===== config.mk =====
export PLATFORM = sky130hd
export DESIGN_NAME = embp_bus
export DESIGN_NICKNAME = d
export VERILOG_FILES = /design/src/design/embp_lane_map.v /design/src/design/embp_bus.v
export VERILOG_INCLUDE_DIRS = /design/src /design/src/design
export SDC_FILE = /design/constraint.sdc
export NUM_CORES = 1
export LEC_CHECK = 0
export BUFFER_PORTS_ARGS = -buffer_cell sky130_fd_sc_hd__clkbuf_2
export CORE_AREA = 2 2 169 171
export CTS_BUF_LIST = sky130_fd_sc_hd__clkbuf_16
export CTS_CLUSTER_SIZE = 16
export DETAILED_ROUTE_END_ITERATION = 10
export DIE_AREA = 0 0 171 173
export HOLD_SLACK_MARGIN = 0.06
export PLACE_DENSITY_LB_ADDON = 0.12
export SETUP_SLACK_MARGIN = 0.1
export SLEW_MARGIN = 15
export SYNTH_ARGS = -nofsm -noshare
export SYNTH_HDL_FRONTEND = slang
export SYNTH_SLANG_ARGS = --single-unit

===== constraint.sdc =====
create_clock -name ref_clk -period 6.34 [get_ports ref_clk]
set_clock_uncertainty 0.2 [all_clocks]
set_input_delay 0.951 -clock ref_clk [delete_from_list [all_inputs] [get_ports ref_clk]]
set_output_delay 0.951 -clock ref_clk [all_outputs]
set_load 0.1 [all_outputs]

===== src/design/embp_defs.vh =====
// Constants for the external memory bus pin block.
// Assumes inclusion by bare name from design files; holds definitions only.
`ifndef EMBP_DEFS_VH
`define EMBP_DEFS_VH
`define EMBP_BOOT_HALF_BIT 28
`define EMBP_BOOT_UPPER_BASE 32'h10000000
`define EMBP_ADDR_RESET 28'h0000000
`define EMBP_WRITE_STROBE_CYCLES 4'h1
`define EMBP_ST_IDLE 3'h0
`define EMBP_ST_SETUP 3'h1
`define EMBP_ST_READ 3'h2
`define EMBP_ST_WRITE 3'h3
`define EMBP_ST_HOLD 3'h4
`define EMBP_AREA_BOOT 2'h0
`define EMBP_AREA_SRAM 2'h1
`define EMBP_AREA_IO 2'h2
`endif


===== src/design/embp_lane_map.v =====
// Byte lane mapping between the internal word and the external data pins.
// Assumes byte-wide areas use the uppermost lane only; purely combinational.
`timescale 1ns/1ps
module embp_lane_map (
    // Request side
    input wire byte_wide,
    input wire [1:0] byte_sel,
    input wire [31:0] wdata,
    input wire [3:0] byte_en,
    // Pin side
    input wire [31:0] pin_rdata,
    output reg [31:0] lane_wdata,
    output reg [3:0] lane_en,
    output reg [31:0] rdata_aligned
);
    always @* begin
        lane_wdata = wdata;
        lane_en = byte_en;
        rdata_aligned = pin_rdata;
        if (byte_wide) begin
            // Byte areas carry the selected byte on the top lane.
            lane_wdata = {wdata[{byte_sel, 3'h0} +: 8], 24'h000000};
            lane_en = 4'h1;
            rdata_aligned = {24'h000000, pin_rdata[31:24]};
        end
    end
endmodule


===== src/design/embp_bus.v =====
// External memory bus pin sequencer: address, data, check bits and strobes.
// Assumes a controller on ref_clk issues one request at a time and that
// check bits and the test check bit come from the error logic elsewhere.
//
// Functional notes
// - Idle address bus keeps last access address.
// - Drive data bus only during writes.
// - Byte-wide areas use top data lane only.
// - Low seven check lines carry word check bits.
// - Top check line shows test check bit seven.
// - Drive check lines only on protected writes.
// - Output enable low throughout read cycles.
// - Read indicator high during read cycles.
// - Ready low, once through the two-flop sync, ends I/O access next edge.
// - Write strobe pulses low during write cycles.
// - Boot select by address half at 0x10000000.
// - Read enable only for the bank read.
// - Bank select only for addressed bank.
// - Byte strobe zero covers data bits 31..24.
// - I/O select asserted for I/O area access.
// - Bus exception sampled with data flags error.
`timescale 1ns/1ps
`include "embp_defs.vh"
module embp_bus #(
    parameter SRAM_BANKS = 5,
    parameter [3:0] WAIT_CYCLES = 4'h1
) (
    // Clock, reset and enable
    input wire ref_clk,
    input wire reset_n,
    input wire clk_en,
    // Request from the memory controller
    input wire req_valid,
    output wire req_ready,
    input wire req_write,
    input wire [31:0] req_addr,
    input wire [1:0] req_area,
    input wire [2:0] req_bank,
    input wire req_byte_wide,
    input wire req_edac,
    input wire [3:0] req_byte_en,
    input wire [31:0] req_wdata,
    input wire [6:0] req_check_out,
    input wire test_check_bit7,
    // Completion to the memory controller
    output reg done,
    output reg [31:0] rdata,
    output reg [6:0] rcheck,
    output reg mem_error,
    // External pins
    output reg [27:0] addr_pins,
    input wire [31:0] data_in,
    output reg [31:0] data_out,
    output reg data_oe,
    input wire [7:0] check_bits_in,
    output reg [7:0] check_bits_out,
    output reg check_bits_oe,
    output reg output_enable_n,
    output reg read_cycle,
    output reg write_strobe_n,
    output reg [1:0] boot_mem_sel_n,
    output reg [SRAM_BANKS-1:0] sram_bank_read_enable_n,
    output reg [SRAM_BANKS-1:0] sram_bank_select_n,
    output reg [3:0] sram_byte_write_n,
    output reg io_area_select_n,
    input wire io_ready_n,
    input wire bus_exception_n
);
    localparam ST_IDLE = `EMBP_ST_IDLE;
    localparam ST_SETUP = `EMBP_ST_SETUP;
    localparam ST_READ = `EMBP_ST_READ;
    localparam ST_WRITE = `EMBP_ST_WRITE;
    localparam ST_HOLD = `EMBP_ST_HOLD;

    reg [2:0] state;
    reg [3:0] wait_cnt;
    reg acc_write;
    reg [1:0] acc_area;
    reg [2:0] acc_bank;
    reg acc_byte_wide;
    reg acc_edac;
    reg [1:0] acc_byte_sel;
    reg [3:0] acc_byte_en;
    reg [31:0] acc_wdata;
    reg [6:0] acc_check;
    reg [1:0] acc_boot_sel;

    // Pin inputs pass two flip-flops; only the second stage is read.
    reg [31:0] data_meta, data_sync;
    reg [7:0] check_meta, check_sync;
    reg ready_meta, ready_sync, exc_meta, exc_sync;

    wire [31:0] lane_wdata;
    wire [3:0] lane_en;
    wire [31:0] rdata_aligned;

    embp_lane_map u_lane (
        .byte_wide(acc_byte_wide),
        .byte_sel(acc_byte_sel),
        .wdata(acc_wdata),
        .byte_en(acc_byte_en),
        .pin_rdata(data_sync),
        .lane_wdata(lane_wdata),
        .lane_en(lane_en),
        .rdata_aligned(rdata_aligned)
    );

    // One-hot active-low select for a bank index.
    function [SRAM_BANKS-1:0] bank_dec_n;
        input [2:0] bank;
        integer i;
        begin
            for (i = 0; i < SRAM_BANKS; i = i + 1) begin
                bank_dec_n[i] = (bank != i[2:0]);
            end
        end
    endfunction

    assign req_ready = (state == ST_IDLE);

    wire active = (state == ST_READ) || (state == ST_WRITE);
    wire io_acc = (acc_area == `EMBP_AREA_IO);
    // Non-I/O accesses end on the wait count; I/O ones wait for ready.
    wire finish = io_acc ? !ready_sync : (wait_cnt == 4'h0);
    wire [31:0] boot_base = `EMBP_BOOT_UPPER_BASE;

    always @(posedge ref_clk or negedge reset_n) begin
        if (!reset_n) begin
            data_meta <= 32'h00000000;
            data_sync <= 32'h00000000;
            check_meta <= 8'h00;
            check_sync <= 8'h00;
            ready_meta <= 1'b1;
            ready_sync <= 1'b1;
            exc_meta <= 1'b1;
            exc_sync <= 1'b1;
        end else if (clk_en) begin
            data_meta <= data_in;
            data_sync <= data_meta;
            check_meta <= check_bits_in;
            check_sync <= check_meta;
            ready_meta <= io_ready_n;
            ready_sync <= ready_meta;
            exc_meta <= bus_exception_n;
            exc_sync <= exc_meta;
        end
    end

    always @(posedge ref_clk or negedge reset_n) begin
        if (!reset_n) begin
            state <= ST_IDLE;
            wait_cnt <= 4'h0;
            acc_write <= 1'b0;
            acc_area <= `EMBP_AREA_BOOT;
            acc_bank <= 3'h0;
            acc_byte_wide <= 1'b0;
            acc_edac <= 1'b0;
            acc_byte_sel <= 2'h0;
            acc_byte_en <= 4'h0;
            acc_wdata <= 32'h00000000;
            acc_check <= 7'h00;
            acc_boot_sel <= 2'h3;
            addr_pins <= `EMBP_ADDR_RESET;
            done <= 1'b0;
            rdata <= 32'h00000000;
            rcheck <= 7'h00;
            mem_error <= 1'b0;
        end else if (clk_en) begin
            done <= 1'b0;
            mem_error <= 1'b0;
            case (state)
                ST_IDLE: begin
                    if (req_valid) begin
                        // Address only changes here, so idle keeps the last one.
                        addr_pins <= req_addr[27:0];
                        acc_write <= req_write;
                        acc_area <= req_area;
                        acc_bank <= req_bank;
                        acc_byte_wide <= req_byte_wide;
                        acc_edac <= req_edac;
                        acc_byte_sel <= req_addr[1:0];
                        acc_byte_en <= req_byte_en;
                        acc_wdata <= req_wdata;
                        acc_check <= req_check_out;
                        acc_boot_sel <= (req_addr < boot_base) ? 2'h2 : 2'h1;
                        wait_cnt <= WAIT_CYCLES;
                        state <= ST_SETUP;
                    end
                end
                ST_SETUP: begin
                    state <= acc_write ? ST_WRITE : ST_READ;
                end
                ST_READ, ST_WRITE: begin
                    if (wait_cnt != 4'h0) begin
                        wait_cnt <= wait_cnt - 4'h1;
                    end
                    if (finish) begin
                        state <= ST_HOLD;
                    end
                end
                ST_HOLD: begin
                    // The pin synchronisers lag two edges, so data and exception are
                    // taken here, where they still come from inside the strobe window.
                    // With WAIT_CYCLES of zero this capture would see pre-strobe data.
                    done <= 1'b1;
                    mem_error <= !exc_sync;
                    if (!acc_write) begin
                        rdata <= rdata_aligned;
                        rcheck <= check_sync[6:0];
                    end
                    state <= ST_IDLE;
                end
                default: begin
                    state <= ST_IDLE;
                end
            endcase
        end
    end

    // Pin strobes are registered so they cannot glitch on decode changes.
    always @(posedge ref_clk or negedge reset_n) begin
        if (!reset_n) begin
            data_out <= 32'h00000000;
            data_oe <= 1'b0;
            check_bits_out <= 8'h00;
            check_bits_oe <= 1'b0;
            output_enable_n <= 1'b1;
            read_cycle <= 1'b0;
            write_strobe_n <= 1'b1;
            boot_mem_sel_n <= 2'h3;
            sram_bank_read_enable_n <= {SRAM_BANKS{1'b1}};
            sram_bank_select_n <= {SRAM_BANKS{1'b1}};
            sram_byte_write_n <= 4'hF;
            io_area_select_n <= 1'b1;
        end else if (clk_en) begin
            data_out <= lane_wdata;
            check_bits_out <= {test_check_bit7, acc_check};
            // Selects cover setup through access; idle holds all high.
            if ((state == ST_SETUP) || (active && !finish)) begin
                boot_mem_sel_n <= (acc_area == `EMBP_AREA_BOOT) ? acc_boot_sel : 2'h3;
                sram_bank_select_n <= (acc_area == `EMBP_AREA_SRAM) ?
                    bank_dec_n(acc_bank) : {SRAM_BANKS{1'b1}};
                io_area_select_n <= !io_acc;
                data_oe <= acc_write;
                check_bits_oe <= acc_write && acc_edac;
                read_cycle <= !acc_write;
                output_enable_n <= acc_write;
                sram_bank_read_enable_n <= (!acc_write && acc_area == `EMBP_AREA_SRAM) ?
                    bank_dec_n(acc_bank) : {SRAM_BANKS{1'b1}};
                // Strobes go low only once setup is done.
                write_strobe_n <= !(acc_write && active);
                sram_byte_write_n <= (acc_write && active && acc_area == `EMBP_AREA_SRAM) ?
                    ~lane_en : 4'hF;
            end else begin
                boot_mem_sel_n <= 2'h3;
                sram_bank_select_n <= {SRAM_BANKS{1'b1}};
                io_area_select_n <= 1'b1;
                data_oe <= 1'b0;
                check_bits_oe <= 1'b0;
                read_cycle <= 1'b0;
                output_enable_n <= 1'b1;
                sram_bank_read_enable_n <= {SRAM_BANKS{1'b1}};
                write_strobe_n <= 1'b1;
                sram_byte_write_n <= 4'hF;
            end
        end
    end
endmodule


After elaboration in Yosys (flattened, before gate mapping):

Cells that the tools add are included.

* flip-flop bits (word level): 275
* input port bits: 130
* output and inout port bits: 132
* word-level logic and storage cells: 107

* add/sub/neg operators: 1
* magnitude comparators: 1
* equal/unequal tests: 13
* shift-type cells: 1
* mux-type cells: 28
* bitwise logic cells: 2
* reductions and logical operators: 24

Operators by type and width (number)
* $mux W32: 2
* $lt A32 B29 Y1 const B: 1
* $shiftx A32 B6 Y8: 1
* $mux W4: 5
* $mux W5: 4
* $mux W1: 10
* $pmux W3 S3: 1
* $reduce_and A3 Y1: 3
* $pmux W4 S2: 1
* $eq A3 B2 Y1 const B: 2
* $logic_not A1 Y1: 6
* $mux W2: 3
* $mux W3: 2
* $ne A2 B2 Y1 const B: 3
* $ne A3 B2 Y1 const B: 2
* $logic_and A1 B1 Y1: 5
* $logic_not A4 Y1: 1
* $not A4 Y4: 1
* $reduce_and A4 Y1: 1
* $reduce_bool A4 Y1: 1
* $sub A4 B1 Y4 const B: 1
* $eq A3 B1 Y1 const B: 1
* $eq A3 B3 Y1 const B: 1
* $logic_not A3 Y1: 1
* other kinds (10): 11

Depth between registers and ports, before layout:

Gate-level depths: netlist of run 1.

* depth in word-level cells: 6
* gate-level depth with buffers: 6
* depth with buffers taken out: 5

Hierarchy:

A second synthesis of run 1 with hierarchy kept.

* cell total of the unflattened synthesis: 770
* area total of the unflattened synthesis: 11273.3 µm²

Modules (own cells, without submodules)
* embp_bus: instances 1, cells each 655, area an instance 10460.0 µm², seq. area each 6862.8 µm²
* embp_lane_map: instances 1, cells each 115, area an instance 813.3 µm², seq. area each 0.0 µm²

Worst setup path after synthesis of run 1:

OpenSTA, ideal clock, no wires.

* path type: register -> register
* start point: register state[2]
* end point: register addr_pins[18]
* setup time: 0.125 ns
* data arrival time: 3.705 ns
* data required time: 6.015 ns
* setup slack: 2.309 ns
* stages on the path, launching flop included: 7
* buffers on the path: 3
* clock period less this slack: 4.031 ns
* path through: dfrtp_1 > buf_2 > nor3_1 > and3_1 > buf_2 > buf_4 > mux2_2

* cells in the longest elaborated chain, start to end: 2

Ends and longest elaborated chain
* start, declared: line embp_bus.v:75 `reg [2:0] state;`
* start signal, assigned: line embp_bus.v:191 `state <= acc_write ? ST_WRITE : ST_READ;`
* $logic_not A3 Y1
* named net req_ready: line embp_bus.v:34 `output wire req_ready,`
* $reduce_and A3 Y1 (no source line)
* end signal, assigned: line embp_bus.v:163 `` addr_pins <= `EMBP_ADDR_RESET; ``
* end signal, assigned: line embp_bus.v:175 `addr_pins <= req_addr[27:0];`
* end, declared: line embp_bus.v:51 `output reg [27:0] addr_pins,`

The timed path passes the listed nets, and every way through them passes these cells.
A chain may end at the register's enable or synchronous reset.

Final worst setup path of run 1:

* start point: register state[2]
* end point: output req_ready

* cells in the longest elaborated chain, start to end: 1

Ends and longest elaborated chain
* $logic_not A3 Y1: line embp_bus.v:119 `assign req_ready = (state == ST_IDLE);`
* end, declared: line embp_bus.v:34

Every way passes these cells.

==> results of run 1 <==
==> sequential cells by signal (all words and copies together) (netlist names), 5 cells and up <==
register,count
check_bits_out,8
sram_bank_read_enable_n,5
data_sync,32
rcheck,7
acc_check,7
addr_pins,28
data_out,32
sram_bank_select_n,5
check_meta,7
rdata,32
check_sync,7
acc_wdata,32
data_meta,32
==> worst register-to-register path: cells and delay by family (launching register included) <==
| family | cells | cell delay [ps] |
|---|---|---|
| flip-flops | 1 | 500 |
| multiplexers | 1 | 430 |
| AND/OR/NAND/NOR | 2 | 960 |
| buffers and inverters | 1 | 650 |
==> layout by cell type, fill, tap and decap left out, types with 2 or more instances in the layout <==
cell,netlist,routed
sky130_fd_sc_hd__mux2_1,10,10
sky130_fd_sc_hd__a41oi_1,3,3
sky130_fd_sc_hd__mux2_2,207,207
sky130_fd_sc_hd__nor2_1,29,29
sky130_fd_sc_hd__o21a_1,3,3
sky130_fd_sc_hd__nor2b_1,31,31
sky130_fd_sc_hd__diode_2,0,2
sky130_fd_sc_hd__nor3b_1,8,8
sky130_fd_sc_hd__o31ai_1,4,4
sky130_fd_sc_hd__a211o_1,2,2
sky130_fd_sc_hd__inv_1,32,41
sky130_fd_sc_hd__clkinv_2,0,8
sky130_fd_sc_hd__a32o_1,2,2
sky130_fd_sc_hd__nand2b_1,2,2
sky130_fd_sc_hd__mux4_2,8,8
sky130_fd_sc_hd__clkbuf_16,0,31
sky130_fd_sc_hd__dfrtp_1,248,247
sky130_fd_sc_hd__nor3_1,7,7
sky130_fd_sc_hd__a31oi_1,12,12
sky130_fd_sc_hd__a21boi_0,2,2
sky130_fd_sc_hd__mux2i_1,10,10
sky130_fd_sc_hd__clkinv_1,0,6
sky130_fd_sc_hd__nand3_1,2,2
sky130_fd_sc_hd__o21ai_0,26,26
sky130_fd_sc_hd__nand2_1,6,6
sky130_fd_sc_hd__a21o_1,2,2
sky130_fd_sc_hd__buf_4,8,6
sky130_fd_sc_hd__nand3b_1,25,25
sky130_fd_sc_hd__a21oi_1,10,10
sky130_fd_sc_hd__clkbuf_2,0,258
sky130_fd_sc_hd__dfstp_2,25,25
sky130_fd_sc_hd__nor4b_1,2,2
==> worst max-delay path by stage <==
stage,start,depth (start not counted),to
finish,state[2]$_DFFE_PN0P_,2,req_ready
global route,state[2]$_DFFE_PN0P_,2,req_ready
CTS,state[2]$_DFFE_PN0P_,2,req_ready
detailed placement,clk_en,4,addr_pins[17]$_DFFE_PN0P_
global placement,clk_en,4,addr_pins[13]$_DFFE_PN0P_
floorplan,state[2]$_DFFE_PN0P_,6,addr_pins[18]$_DFFE_PN0P_
==> stage by stage <==
stage / utilization (%) / setup slack (ps) / cells
CTS: 49.6 / 3170 / 1438
global placement: 46.3 / 2860 / 1382
global route: 49.6 / 3140 / 1438
detailed placement: 46.3 / 2860 / 1382
floorplan: - / 2310 / 784
finish: 49.6 / 3220 / 1440
==> cell families after synthesis <==
group	after synthesis	synth area share (%)
simple gates	120	6.41
flops	273	61.4
mux	235	24.4
compound gates	76	4.49
buf+inv	79	3.16
fa+ha+maj	1	0.112
==> cell usage after synthesis (3+ instances only) <==
library cell                 n
sky130_fd_sc_hd__a21oi_1    10
sky130_fd_sc_hd__buf_4       8
sky130_fd_sc_hd__a31oi_1    12
sky130_fd_sc_hd__a41oi_1     3
sky130_fd_sc_hd__mux4_2      8
sky130_fd_sc_hd__o21a_1      3
sky130_fd_sc_hd__inv_1      32
sky130_fd_sc_hd__dfstp_2    25
sky130_fd_sc_hd__nor3b_1     8
sky130_fd_sc_hd__buf_2       9
sky130_fd_sc_hd__o21ai_0    26
sky130_fd_sc_hd__mux2i_1    10
sky130_fd_sc_hd__nor2b_1    31
sky130_fd_sc_hd__nor3_1      7
sky130_fd_sc_hd__mux2_2    207
sky130_fd_sc_hd__nor2_1     29
sky130_fd_sc_hd__buf_1       3
sky130_fd_sc_hd__nand2_1     6
sky130_fd_sc_hd__o31ai_1     4
sky130_fd_sc_hd__dfrtp_1   248
sky130_fd_sc_hd__nand3b_1   25
sky130_fd_sc_hd__clkbuf_1   25
sky130_fd_sc_hd__mux2_1     10
==> layout make-up <==
type / count / area [um2]
antenna: 2 / 5.00
clock buffer: 31 / 776
clock inverter: 25 / 134
fill: 2494 / 13900
inverter: 32 / 120
multi-input combinational: 432 / 3960
sequential: 273 / 6860
tap: 378 / 473
timing repair buffer: 267 / 1380
==> per-layer routing <==
metal | GRT usage (%) | routed length [um] | vias to the layer above
met2 | 25.9 | 11100 | 215
met4 | 4.10 | 427 | 2
met5 | 0 | 13 | -
met1 | 23.1 | 10900 | 3490
li1 | - | - | 3294
met3 | 5.97 | 2280 | 34
==> impl_metrics.py, run 1 <==
metrics = {
    "sta": {
        "fin_setup_tns_ps": 0,
        "hold_viol": 0,
        "finalCritPeriodShare_pct": 49.2,
        "max_slew.worst_pin.slew_ps": 881,
        "finalSetupViolations": 0,
        "rsz0062_at_grt": "no",
        "timing.final.crit_period_ps": 3120,
        "report.final.slew_viol_count": 0,
        "timing.max_slew.rel_slack_pct": 41.1,
        "fmaxAchievable_mhz": 321,
        "finalHoldWorstSlack_ps": 241,
    },
    "setup_path": {
        "reg2reg_slack_ps": 3490,
        "worst_r2r_startpoint": "state[2]$_DFFE_PN0P_",
        "worstSetupEndpointType": "primary output",
        "cp_max_stage_cell": "sky130_fd_sc_hd__clkbuf_2",
        "path_class": "reg -> out",
        "critical_path.top_delay_family": "buffers and inverters",
        "worstPathCellList": "nor3_1 > clkbuf_2",
        "rr_endpoint": "acc_wdata[29]$_DFFE_PN0P_",
        "worst_ep_required_time_ps": 5190,
        "worst_ep_arrival_time_ps": 1970,
        "timing.critical_path.slowest_cell_delay_ps": 540,
        "critical_path_buf_inv_count": 1,
        "startpoint_type": "register",
        "cells_on_worst_reg2reg_path": 4,
        "crit_fanout": 11,
    },
    "logic_synthesis": {
        "synthesized_area_per_cell_um2": 14.2,
        "post-synth-top-area-fraction_pct": 55.6,
        "ys_top_cells_by_area": "sky130_fd_sc_hd__dfrtp_1 (56%), sky130_fd_sc_hd__mux2_2 (21%), sky130_fd_sc_hd__dfstp_2 (5.9%)",
        "synth-seq-cells": 273,
        "netlist_instances": 784,
        "synthesis.area_mm2": 0.0112,
        "synth_seq_area_share_pct": 61.4,
        "yosys.area.top_type": "sky130_fd_sc_hd__dfrtp_1",
        "synth_top_flop_cell": "sky130_fd_sc_hd__dfrtp_1",
        "postSynthNetCount": 915,
        "ys_warn_count": 0,
        "synth_enable_flop_cells": 0,
        "distinct_cell_type_count_after_synthesis": 49,
        "asyncSetResetFlopFracSynth_pct": 100,
    },
    "floorplan": {
        "rows": 61,
        "floorplan.initialDensity_pct": 40.4,
        "design.core.area_mm2": 0.0276,
        "pin_count": 262,
        "chipWidth_um": 171,
        "die-height_um": 173,
        "die_area_mm2": 0.0296,
    },
    "finish": {
        "num-nets-final": 1167,
        "post_route_cells_drive_above_1_share_pct": 52.4,
        "syn2layout_area_growth_pct": 22.8,
        "finish.instance_area_mm2": 0.0137,
    },
    "clock_network": {
        "numCtsBuffers": 30,
        "cts-root-buf": "sky130_fd_sc_hd__clkbuf_16",
        "clock_sinks": 273,
        "tritoncts_clock_tree": "yes",
        "clk_pin_slew_worst_paths_ps": 60,
        "hold_fix_buffers_at_cts": 0,
        "postCtsSetupBuffers": 0,
        "postCtsResizedCells": 0,
        "cts_max_level": 1,
        "cts_max_path_buffers": 3,
        "later_pin_clock_latency_in_the_skew_report_ps": 540,
    },
    "drt": {
        "firstDrtPassIters": 4,
        "route.detailed.vias_per_inst": 4.89,
        "via_count": 7035,
        "wl_per_cell_um": 17.2,
        "drt-total-wl_um": 24700,
        "final_antenna_net_count": 0,
        "detail_route.drc_violations": 0,
        "dr.first_iter.drc_count": 381,
    },
    "grt": {
        "grt_first_pass_wirelength_um": 40400,
        "grt_pass1_vias": 7285,
        "maximum_number_of_pins_on_one_net_before_global_route_repair": 127,
        "globalRouteTotalUtil_pct": 16.9,
        "antenna_found_initial": 3,
        "globalRoute.totalOverflow": 0,
    },
    "placed_design": {
        "buffer_ports.inserted": 260,
        "sum_of_net_half_perimeters_after_detailed_placement_um": 16300,
        "placed_area_mm2": 0.0128,
        "finalWeightedCongestion": 0.740,
    },
    "worst_hold_path": {
        "worst_hold_path_type": "in -> async",
    },
    "outcome": {
        "result_of_the_run": "finished clean",
    },
    "run": {
        "drv_cap": 0,
    },
}
Power of run 1 is left out: the tool's default activity adds up to more than one toggle a clock period on the data nets, which glitch-free logic cannot reach.
==> run 2: changes to the inputs <==
==> constraint.sdc (replaced) <==
create_clock -name ref_clk -period 3.17 [get_ports ref_clk]
set_clock_uncertainty 0.2 [all_clocks]
set_input_delay 0.4755 -clock ref_clk [delete_from_list [all_inputs] [get_ports ref_clk]]
set_output_delay 0.4755 -clock ref_clk [all_outputs]
set_load 0.1 [all_outputs]
==> run 2 against run 1 <==
Compared with the run above: die area unchanged; cell area grew 9.8%; sequential cell count is the same; via count increased by 6.6%; hold slack worse by 150 ps; largest cell class unchanged; non-clock buffer count grew 130.
==> impl_metrics.py, run 2 (synthesis results as in run 1) <==
metrics = {
    "grt": {
        "antenna_found_initial": 2,
        "globalRouteTotalUtil_pct": 17.6,
        "globalRoute.totalOverflow": 0,
        "grt_pass1_vias": 8095,
        "grt_first_pass_wirelength_um": 42200,
        "maximum_number_of_pins_on_one_net_before_global_route_repair": 120,
    },
    "sta": {
        "timing.max_slew.rel_slack_pct": 43.1,
        "finalCritPeriodShare_pct": 80.1,
        "timing.final.crit_period_ps": 2540,
        "fmaxAchievable_mhz": 394,
        "fin_setup_tns_ps": 0,
        "hold_viol": 0,
        "finalSetupViolations": 0,
        "report.final.slew_viol_count": 0,
        "max_slew.worst_pin.slew_ps": 852,
        "rsz0062_at_grt": "no",
    },
    "floorplan": {
        "rows": 61,
        "design.core.area_mm2": 0.0276,
        "pin_count": 262,
        "die_area_mm2": 0.0296,
        "die-height_um": 173,
        "chipWidth_um": 171,
        "floorplan.initialDensity_pct": 40.4,
    },
    "drt": {
        "detail_route.drc_violations": 0,
        "via_count": 7502,
        "firstDrtPassIters": 4,
        "route.detailed.vias_per_inst": 4.79,
        "final_antenna_net_count": 0,
        "drt-total-wl_um": 25900,
        "wl_per_cell_um": 16.5,
        "dr.first_iter.drc_count": 265,
    },
    "finish": {
        "post_route_cells_drive_above_1_share_pct": 47.0,
        "syn2layout_area_growth_pct": 34.8,
        "final_cell_mix": "sky130_fd_sc_hd__clkbuf_2 (258), sky130_fd_sc_hd__dfrtp_1 (247), sky130_fd_sc_hd__mux2_2 (207)",
        "mostFrequentLayoutCell": "sky130_fd_sc_hd__clkbuf_2",
        "num-nets-final": 1297,
    },
    "outcome": {
        "result_of_the_run": "finished clean",
    },
    "setup_path": {
        "worstPathCellList": "clkbuf_2",
        "path_class": "reg -> out",
        "startpoint_type": "register",
        "worst_ep_arrival_time_ps": 1860,
        "critical_path_buf_inv_count": 1,
        "cp_max_stage_cell": "sky130_fd_sc_hd__dfrtp_1",
        "worstSetupEndpointType": "primary output",
        "worst_ep_required_time_ps": 2490,
        "timing.critical_path.slowest_cell_delay_ps": 750,
        "crit_fanout": 10,
        "critical_path.top_delay_family": "flip-flops",
    },
    "placed_design": {
        "finalWeightedCongestion": 0.740,
        "sum_of_net_half_perimeters_after_detailed_placement_um": 16500,
        "buffer_ports.inserted": 260,
    },
    "clock_network": {
        "numCtsBuffers": 30,
        "cts_max_path_buffers": 3,
        "later_pin_clock_latency_in_the_skew_report_ps": 540,
        "postCtsSetupBuffers": 0,
        "tritoncts_clock_tree": "yes",
        "cts_max_level": 1,
        "clock_sinks": 273,
        "clk_pin_slew_worst_paths_ps": 50,
        "cts-root-buf": "sky130_fd_sc_hd__clkbuf_16",
    },
    "worst_hold_path": {
        "worst_hold_path_type": "in -> reg",
    },
    "run": {
        "drv_cap": 0,
    },
}
-- run 2: cell types whose count changed in the layout (fill, tap and decap cells not counted), sizes merged --
cell | previous run | this run
clkinv | 14 | 8
bufinv | 1 | 2
buf | 9 | 16
dlygate4sd3 | 0 | 123
inv | 41 | 42
-- run 2: per-stage QoR --
step / hold WS [ps] / cell area (um2) / instances / setup WS, ps / util (%)
after floorplan: -20.1 / 11200 / 784 / 549 / -
final: 87.3 / 15100 / 1566 / 632 / 54.5
after detailed placement: 240 / 12900 / 1389 / 808 / 46.7
after global placement: 226 / 12900 / 1389 / 826 / 46.7
after global routing: 88.5 / 15100 / 1566 / 498 / 54.5
after CTS: 84.4 / 15100 / 1564 / 543 / 54.5
-- run 2: what timing repair did --
action | 4_1_cts | 5_1_grt
hold endpoints to repair | 197 | 0
resized for setup | 0 | 0
hold buffers | 123 | 0
-- run 2: worst paths after layout --
check / startpoint / to / slack [ps] / cells after the start
setup / recovery: addr_pins[0]$_DFFE_PN0P_ / addr_pins[0] / 630 / 1
hold / removal: req_addr[29] / acc_boot_sel[0]$_DFFE_PN1P_ / 90 / 3
setup reg to reg: state[2]$_DFFE_PN0P_ / rdata[11]$_DFFE_PN0P_ / 820 / 3
hold reg to reg: acc_byte_en[2]$_DFFE_PN0P_ / sram_byte_write_n[2]$_DFFE_PN1P_ / 240 / 1
max in group asynchronous: reset_n / sram_byte_write_n[0]$_DFFE_PN1P_ / 1610 / 3
min in group asynchronous: reset_n / data_sync[19]$_DFFE_PN0P_ / 310 / 2
-- run 2: routing by layer --
| metal | vias up | part of all wire [%] | GRT usage [%] | wire length [um] |
|---|---|---|---|---|
| li1 | 3542 | - | - | - |
| met1 | 3724 | 43 | 22.1 | 11200 |
| met2 | 205 | 48 | 29.8 | 12400 |
| met3 | 31 | 7.3 | 5.13 | 1890 |
| met4 | 0 | 1.8 | 4.17 | 463 |
| met5 | - | 0 | 0 | 0 |
-- run 2: layout make-up --
class | instances | area [um2]
antenna | 2 | 5.00
fill | 2413 | 12600
inverter | 32 | 120
clock inverter | 21 | 136
tap | 378 | 473
clock buffer | 31 | 776
sequential | 273 | 6860
timing repair buffer | 397 | 2720
multi-input combinational | 432 | 3970
Power of run 2 is left out for the same reason.
